<file path="src/rpd_map.vh">
// register map and field positions for the receive-port debug / irq-enable bank
// assumes an 8-bit register access port from the serial control bus slave
`ifndef RPD_MAP_VH
`define RPD_MAP_VH
`define RPD_ADDR_DEBUG      8'hd0
`define RPD_ADDR_ICR_HI     8'hd8
`define RPD_DEBUG_RST       8'h00
`define RPD_ICR_HI_RST      8'h00
`define RPD_BIT_SER_BIST    5
`define RPD_BIT_FORCE_CONT  1
`define RPD_BIT_FORCE_ONE   0
`define RPD_BIT_IE_ENC      2
`define RPD_BIT_IE_SEQ      1
`define RPD_DEBUG_RW_MASK   8'hdf
`define RPD_ICR_HI_RW_MASK  8'h06
`define RPD_KEEP_HI_MSB     7
`define RPD_KEEP_HI_LSB     6
`define RPD_KEEP_LO_MSB     4
`define RPD_KEEP_LO_LSB     2
`define RPD_ICR_RSVD_MSB    7
`define RPD_ICR_RSVD_LSB    3
`define RPD_BIT_ICR_RSVD0   0
`define RPD_RDATA_RST       8'h00
`define RPD_RDATA_UNMAPPED  8'h00
`define RPD_OUT_IDLE        1'b0
`endif

</file>
<file path="src/rpd_port_regs.v">
// receive-port debug control and high interrupt-enable registers
// assumes register accesses arrive as single-cycle strobes from the control bus slave
`timescale 1ns/1ps
`include "rpd_map.vh"

// How it works
// (RULE1) bit 5 shows remote self-test status
// (RULE2) bit 1 forces continuous back-link errors
// (RULE3) bit 0 injects one error, self-clears
// (RULE4) bit 2 enables encoding error interrupt
// (RULE5) bit 1 enables sequence error interrupt
// (RULE6) cleared enables block interrupts; flags unaffected
module rpd_port_regs (
  input  wire       clk_i,
  input  wire       nrst_i,
  input  wire [7:0] reg_addr_i,
  input  wire [7:0] reg_wdata_i,
  input  wire       reg_wr_i,
  input  wire       reg_rd_i,
  input  wire       remote_selftest_active_i,
  input  wire       encoding_error_flag_i,
  input  wire       ctrl_channel_sequence_flag_i,
  output reg  [7:0] reg_rdata_o,
  output reg        backlink_corrupt_o,
  output reg        encoding_error_irq_o,
  output reg        ctrl_channel_sequence_irq_o
);

  localparam       NUM_IRQ   = 2;
  localparam       IRQ_ENC   = 0;
  localparam       IRQ_SEQ   = 1;
  localparam [7:0] DEBUG_RST = `RPD_DEBUG_RST;
  localparam [7:0] ICR_RST   = `RPD_ICR_HI_RST;
  localparam [7:0] RDATA_RST = `RPD_RDATA_RST;

  // address decode
  wire               hit_debug;
  wire               hit_icr;
  wire               wr_debug;
  wire               wr_icr;

  // write data split into the fields it feeds
  wire [1:0]         wdata_keep_hi;
  wire [2:0]         wdata_keep_lo;
  wire               wdata_cont;
  wire               wdata_one;
  wire               wdata_ie_enc;
  wire               wdata_ie_seq;

  // debug register fields
  reg  [1:0]         keep_hi_reg;
  reg  [1:0]         keep_hi_next;
  reg  [2:0]         keep_lo_reg;
  reg  [2:0]         keep_lo_next;
  reg                cont_reg;
  reg                cont_next;
  reg                one_reg;
  reg                one_next;
  reg                bist_reg;
  reg                bist_next;
  wire [7:0]         debug_view;

  // interrupt enables
  reg                ie_enc_reg;
  reg                ie_enc_next;
  reg                ie_seq_reg;
  reg                ie_seq_next;
  wire [7:0]         icr_view;

  // interrupt gating and output paths
  wire [NUM_IRQ-1:0] irq_flag;
  wire [NUM_IRQ-1:0] irq_enable;
  wire [NUM_IRQ-1:0] irq_next;
  reg  [7:0]         rdata_next;
  reg                corrupt_next;

  assign hit_debug = (reg_addr_i == `RPD_ADDR_DEBUG);
  assign hit_icr   = (reg_addr_i == `RPD_ADDR_ICR_HI);
  assign wr_debug  = reg_wr_i & hit_debug;
  assign wr_icr    = reg_wr_i & hit_icr;

  assign wdata_keep_hi = reg_wdata_i[`RPD_KEEP_HI_MSB:`RPD_KEEP_HI_LSB];
  assign wdata_keep_lo = reg_wdata_i[`RPD_KEEP_LO_MSB:`RPD_KEEP_LO_LSB];
  assign wdata_cont    = reg_wdata_i[`RPD_BIT_FORCE_CONT];
  assign wdata_one     = reg_wdata_i[`RPD_BIT_FORCE_ONE];
  assign wdata_ie_enc  = reg_wdata_i[`RPD_BIT_IE_ENC];
  assign wdata_ie_seq  = reg_wdata_i[`RPD_BIT_IE_SEQ];

  // plain storage bits, no function behind them
  always @* begin
    keep_hi_next = keep_hi_reg;
    keep_lo_next = keep_lo_reg;
    if (wr_debug) begin
      keep_hi_next = wdata_keep_hi;
      keep_lo_next = wdata_keep_lo;
    end
  end

  always @* begin
    cont_next = cont_reg;
    if (wr_debug) begin
      cont_next = wdata_cont; // [RULE2]
    end
  end

  // one-shot lives one cycle, so one error goes out (two at worst at a frame edge)
  always @* begin
    one_next = DEBUG_RST[`RPD_BIT_FORCE_ONE]; // [RULE3]
    if (wr_debug) begin
      one_next = wdata_one; // [RULE3]
    end
  end

  // status bit mirrors the remote; software writes to it are dropped
  always @* begin
    bist_next = remote_selftest_active_i; // [RULE1]
  end

  always @(posedge clk_i) begin
    if (!nrst_i) begin
      keep_hi_reg <= DEBUG_RST[`RPD_KEEP_HI_MSB:`RPD_KEEP_HI_LSB];
      keep_lo_reg <= DEBUG_RST[`RPD_KEEP_LO_MSB:`RPD_KEEP_LO_LSB];
      cont_reg    <= DEBUG_RST[`RPD_BIT_FORCE_CONT];
      one_reg     <= DEBUG_RST[`RPD_BIT_FORCE_ONE];
      bist_reg    <= DEBUG_RST[`RPD_BIT_SER_BIST];
    end else begin
      keep_hi_reg <= keep_hi_next;
      keep_lo_reg <= keep_lo_next;
      cont_reg    <= cont_next;
      one_reg     <= one_next;
      bist_reg    <= bist_next;
    end
  end

  assign debug_view[`RPD_KEEP_HI_MSB:`RPD_KEEP_HI_LSB] = keep_hi_reg;
  assign debug_view[`RPD_BIT_SER_BIST]                 = bist_reg;
  assign debug_view[`RPD_KEEP_LO_MSB:`RPD_KEEP_LO_LSB] = keep_lo_reg;
  assign debug_view[`RPD_BIT_FORCE_CONT]               = cont_reg;
  assign debug_view[`RPD_BIT_FORCE_ONE]                = one_reg;

  always @* begin
    ie_enc_next = ie_enc_reg;
    ie_seq_next = ie_seq_reg;
    if (wr_icr) begin
      ie_enc_next = wdata_ie_enc; // [RULE4]
      ie_seq_next = wdata_ie_seq; // [RULE5]
    end
  end

  always @(posedge clk_i) begin
    if (!nrst_i) begin
      ie_enc_reg <= ICR_RST[`RPD_BIT_IE_ENC]; // [RULE6]
      ie_seq_reg <= ICR_RST[`RPD_BIT_IE_SEQ]; // [RULE6]
    end else begin
      ie_enc_reg <= ie_enc_next;
      ie_seq_reg <= ie_seq_next;
    end
  end

  // reserved enable bits have no storage and read back as their reset value
  assign icr_view[`RPD_ICR_RSVD_MSB:`RPD_ICR_RSVD_LSB] = ICR_RST[`RPD_ICR_RSVD_MSB:`RPD_ICR_RSVD_LSB];
  assign icr_view[`RPD_BIT_IE_ENC]                     = ie_enc_reg;
  assign icr_view[`RPD_BIT_IE_SEQ]                     = ie_seq_reg;
  assign icr_view[`RPD_BIT_ICR_RSVD0]                  = ICR_RST[`RPD_BIT_ICR_RSVD0];

  assign irq_flag[IRQ_ENC]   = encoding_error_flag_i;
  assign irq_flag[IRQ_SEQ]   = ctrl_channel_sequence_flag_i;
  assign irq_enable[IRQ_ENC] = ie_enc_reg;
  assign irq_enable[IRQ_SEQ] = ie_seq_reg;

  // gate is unlatched: the status flags already hold the event, so no clear path here
  genvar gi;
  generate
    for (gi = 0; gi < NUM_IRQ; gi = gi + 1) begin : g_irq
      assign irq_next[gi] = irq_flag[gi] & irq_enable[gi]; // [RULE4] [RULE5] [RULE6]
    end
  endgenerate

  // continuous mode holds corruption; one-shot gives a single cycle
  always @* begin
    corrupt_next = cont_reg | one_reg; // [RULE2] [RULE3]
  end

  // unmapped addresses read as zero
  always @* begin
    rdata_next = `RPD_RDATA_UNMAPPED;
    if (hit_debug) begin
      rdata_next = debug_view;
    end else if (hit_icr) begin
      rdata_next = icr_view;
    end
  end

  // read data holds until the next read strobe
  always @(posedge clk_i) begin
    if (!nrst_i) begin
      reg_rdata_o <= RDATA_RST;
    end else if (reg_rd_i) begin
      reg_rdata_o <= rdata_next;
    end
  end

  always @(posedge clk_i) begin
    if (!nrst_i) begin
      backlink_corrupt_o <= `RPD_OUT_IDLE;
    end else begin
      backlink_corrupt_o <= corrupt_next;
    end
  end

  always @(posedge clk_i) begin
    if (!nrst_i) begin
      encoding_error_irq_o        <= `RPD_OUT_IDLE;
      ctrl_channel_sequence_irq_o <= `RPD_OUT_IDLE;
    end else begin
      encoding_error_irq_o        <= irq_next[IRQ_ENC];
      ctrl_channel_sequence_irq_o <= irq_next[IRQ_SEQ];
    end
  end

endmodule

</file>
<file path="config.mk">
export PLATFORM = sky130hd
export DESIGN_NAME = rpd_port_regs
export DESIGN_NICKNAME = d
export VERILOG_FILES = /design/src/rpd_port_regs.v
export VERILOG_INCLUDE_DIRS = /design/src
export SDC_FILE = /design/constraint.sdc
export NUM_CORES = 1
export LEC_CHECK = 0
export ABC_CLOCK_PERIOD_IN_PS = 1200
export BUFFER_PORTS_ARGS = -buffer_cell sky130_fd_sc_hd__buf_2
export CAP_MARGIN = 20
export CORE_ASPECT_RATIO = 1.5
export CORE_MARGIN = 2
export CORE_UTILIZATION = 38
export CTS_CLUSTER_SIZE = 25
export DETAILED_ROUTE_END_ITERATION = 8
export GPL_TIMING_DRIVEN = 0
export PLACE_DENSITY = 0.67
export SLEW_MARGIN = 15
export SYNTH_ARGS = -nofsm -noshare
export SYNTH_HDL_FRONTEND = slang
export SYNTH_SLANG_ARGS = --single-unit
</file>
<file path="constraint.sdc">
create_clock -name clk_i -period 1.2 [get_ports clk_i]
set_input_delay 0.24 -clock clk_i [delete_from_list [all_inputs] [get_ports clk_i]]
set_output_delay 0.24 -clock clk_i [all_outputs]
set_load 0.02 [all_outputs]
</file>
======== Word level (Yosys, flattened, before mapping) ========
Index checks and enable logic that the tools add are counted.
storage, ports and cells
  flip-flop bits (word level) ............. 21
  latch bits .............................. 0
  memory bits (writable) .................. 0
  bits in read-only memories .............. 0
  output and inout bits ................... 11
  memories kept ........................... 0
operators by class
  add/sub/neg operators ................... 0
  multiply operators ...................... 0
  divide/modulo/power cells ............... 0
  order comparisons ....................... 0
  eq/ne operators ......................... 2
  shifts and indexed selects .............. 0
  mux-type cells .......................... 2
  bitwise logic cells ..................... 5
  reduce and logical (&&, ||, !) cells .... 1
operators with widths
  cell                                  number
  == test 8 bit, second input constant  2
  two-way mux 8 bit                     1
  AND 1 bit                             4
  two-way mux 3 bit                     1
  AND reduction 2 bit                   1
  bitwise OR 1 bit                      1

======== Longest topological paths before layout ========
  depth after elaboration ................. 3
  depth in mapped cells ................... 5
  mapped depth without buffers ............ 3

======== Worst setup path before layout ========
Ideal clock, no wire load.
  kind .................................... input to register
  start ................................... in reg_addr_i[5]
  end ..................................... reg cont_reg
  setup time .............................. 72 ps
  arrival time ............................ 1204 ps
  required time ........................... 1128 ps
  slack ................................... -75 ps
  stages on the path ...................... 5
  path buffers ............................ 2
  cells stage by stage .................... and4b_1 clkbuf_1 and3_1 buf_4 mux2i_1
between the ends
  cells in the longest elaborated chain, start to end .. 2
ends and longest elaborated chain
  element                  RTL line             text
  start, declared          rpd_port_regs.v:16   input wire [7:0] reg_addr_i,
  == test 8 bit (no line)  --
  AND 1 bit                rpd_port_regs.v:79   assign wr_debug = reg_wr_i & hit_debug;
  end signal, assigned     rpd_port_regs.v:123  cont_reg <= DEBUG_RST[`RPD_BIT_FORCE_CONT];
  end signal, assigned     rpd_port_regs.v:129  cont_reg <= cont_next;
  end, declared            rpd_port_regs.v:55   reg cont_reg;
No other way between the ends.
A chain may end at the register's enable or synchronous reset.

======== Final worst setup path ========
  start ................................... reg reg_rdata_o[1]
  end ..................................... out reg_rdata_o[1]
RTL lines
  element                 RTL line             text
  start, declared         rpd_port_regs.v:23   output reg [7:0] reg_rdata_o,
  start signal, assigned  rpd_port_regs.v:199  reg_rdata_o <= rdata_next;
No word-level cell between the ends.

==> out/metrics.yaml <==
clocking:
  cts_root_buf: "clkbuf_4"
  cts_sinks: 21
  clk_pin_slew_ns: 0.11
  cts-hold-fix-buffers: 0
  cts_resized: 0
  cts.path.max_buffers: 2
  cts_tree: "yes"
  insertion_delay_ns: 0.29
  postCtsSetupBuffers: 1
  htreeDepth: 1
  numCtsBuffers: 3
placed_design:
  place_congestion: 0.838
  place_ws_ns: -0.327
  io_buffers: 30
  dp_hpwl_mm: 1.37
synthesis:
  ys_types: 23
  synth-compound-area-share: 0.119
  synth_edf_count: 0
  synthMuxAreaShare: 0.0921
  syn_nets: 112
  synth_xor_area_frac: 0
  ys_seq_area_frac: 0.483
  synthesis.area_sq_um: 870
  synth_simple_gate_area_frac: 0.269
  synth_top_family_by_area: "simple AND/OR/NAND/NOR gates"
  synth_common_cells: "21 x dfxtp_1, 14 x nand2_1, 8 x mux2i_1, 7 x nand4_1"
  yosysTopAreaCell: "dfxtp_1"
  ys_ff_latch: 21
  async_flop_share: 0
  synth-adder-area-share: 0
  synthMostInstantiatedCell: "dfxtp_1"
  ys.flop_type: "dfxtp_1"
  synth_top_area_frac: 0.483
  postSynthAreaPerCell_sq_um: 9.77
  ys_warn_count: 0
  synthCells: 89
  synth_area_leaders: "dfxtp_1 48%, mux2i_1 9.2%, nand2_1 6.0%, a21boi_0 5.2%, nand4_1 5.0%"
power:
  leakage_uw: 0.000472
  p_seq_frac: 0.625
  p_sw_uw: 246
  p_int_uw: 873
  pwr_density_cell_nw_per_um2: 1010
  p_clk_frac: 0.290
  p_sw_frac: 0.220
  ir_drop_v: 0.000461
  p_comb_frac: 0.085
sta:
  hold_viol: 0
  max_slew_margin: 0.727
  slew_violations: 0
  fin_crit_ns: 1.11
  skew_ns: 0.00209
  setup_viol: 0
  hold_ws_ns: 0.149
  fin_crit_sh: 0.925
  max_clock_freq_mhz: 901
  finalWorstSetupSlack_ns: 0.0903
  worst_slew_pin_slew_ns: 0.409
  rsz0062_at_grt: "no"
critical_path:
  cp_num_buf_inv: 1
  cp_max_fo: 4
  crit_family: "flip-flops"
  critPathArrivalTime_ns: 0.87
  start_kind: "flop"
  crit_type: "flop to output port"
  slowest_delay_ns: 0.39
  cp_slowest_cell: "dfxtp_1"
  crit_required_ns: 0.96
  cp-end-kind: "output port"
  crit_chain: "buf_2"
global_route:
  grt_max_degree: 12
  grt-busiest-layer: "met2"
  grt_antenna_before_repair: 0
  grt_pass1_vias: 749
  overflow: 0
  grt_usage: 0.146
  met2_usage: 0.252
  grt_first_pass_wirelength_mm: 3.06
  met3_usage: 0.0173
  met1_usage: 0.169
finish:
  utilization: 0.501
  nets: 148
  drive_above_1_share: 0.347
  nFillCells: 221
  syn_to_final_growth_pct: 27.1
  insertedDiodeCount: 0
  multi_input_area_sq_um: 439
  seqCellArea_sq_um: 420
  largest_register_ffs: 8
route:
  vias_per_cell: 5.16
  detail-route-antenna-nets: 0
  dr.pass1.iters: 4
  wl_per_cell_um: 12.3
  via_count: 758
  drcViolationCount: 0
  totalWireLength_mm: 1.81
  drtIter0Drc: 8
floorplan:
  die_x_um: 43.1
  ios: 34
  die_y_um: 62.6
  row_count: 21
  start_util: 0.394
  coreArea_sq_um: 2210
  die-area_sq_um: 2690
worst_hold_path:
  hold_path_class: "primary input to flop"
run_status:
  outcome: "completed"
flow_run:
  cap_violations: 0
[routing by layer]
metal,vias to the layer above,part of all wire
met3,4,0.055
met4,0,0.019
met1,345,0.41
met2,22,0.52
met5,-,0
li1,387,-
[final cells by class]
class                      instances  share of cell area
buffer                             7              0.0294
clock buffer                       4              0.0238
multi-input combinational         61               0.398
sequential                        21               0.381
tap                               23              0.0260
timing repair buffer              31               0.143
[through the flow]
step	cells	total power [uW]	instance area, sq um	setup TNS [ns]
2_1_floorplan	89	760	892	0
3_3_place_gp	142	808	1070	-2.49
3_5_place_dp	142	810	1070	-2.83
4_1_cts	147	1140	1100	0
5_1_grt	147	1180	1100	0
6_report	147	1120	1100	0
[power groups by stage]
| stage | Sequential (uW) | Clock [uW] | Combinational (uW) |
|---|---|---|---|
| floorplan | 715 | 0 | 45.1 |
| global placement | 715 | 0 | 92.6 |
| detailed placement | 715 | 0 | 94.2 |
| CTS | 700 | 347 | 95.9 |
| global route | 700 | 379 | 105 |
| finish | 699 | 324 | 95.1 |
[placed cells by master (no fill, tap or decap)]
cell / instances
nand2_1: 14
nor2b_1: 1
o32ai_2: 2
o21a_1: 1
buf_2: 31
o211ai_1: 2
dfxtp_1: 21
or4_4: 1
clkbuf_2: 1
a21boi_0: 6
buf_4: 2
and4b_1: 1
nor3_1: 1
and2_1: 1
clkbuf_1: 5
clkbuf_4: 3
nand4_1: 7
mux2i_1: 8
a22o_2: 1
or4b_4: 1
and3_1: 4
nand2b_1: 6
nor4_4: 1
a22o_1: 1
nor2_1: 2
[cell families (layout without fill, tap and decap cells)]
family	count (synthesis)	in the layout
AOI/OAI and AO/OA	13	13
buffers and inverters	7	42
DFF	21	21
muxes	8	8
and+or+nand+nor	40	40
[path summary, 6_finish.rpt]
kind / from / end / slack (ns) / cells past startpoint
setup reg to reg: reg_rdata_o[2]$_SDFFE_PN0P_ / reg_rdata_o[2]$_SDFFE_PN0P_ / 0.21 / 3
hold reg to reg: keep_lo_reg[2]$_SDFFE_PN0P_ / keep_lo_reg[2]$_SDFFE_PN0P_ / 0.47 / 2
hold / removal: remote_selftest_active_i / bist_reg$_SDFF_PN0_ / 0.15 / 2
setup / recovery: reg_rdata_o[1]$_SDFFE_PN0P_ / reg_rdata_o[1] / 0.09 / 1
(Power assumes the default switching activity.)
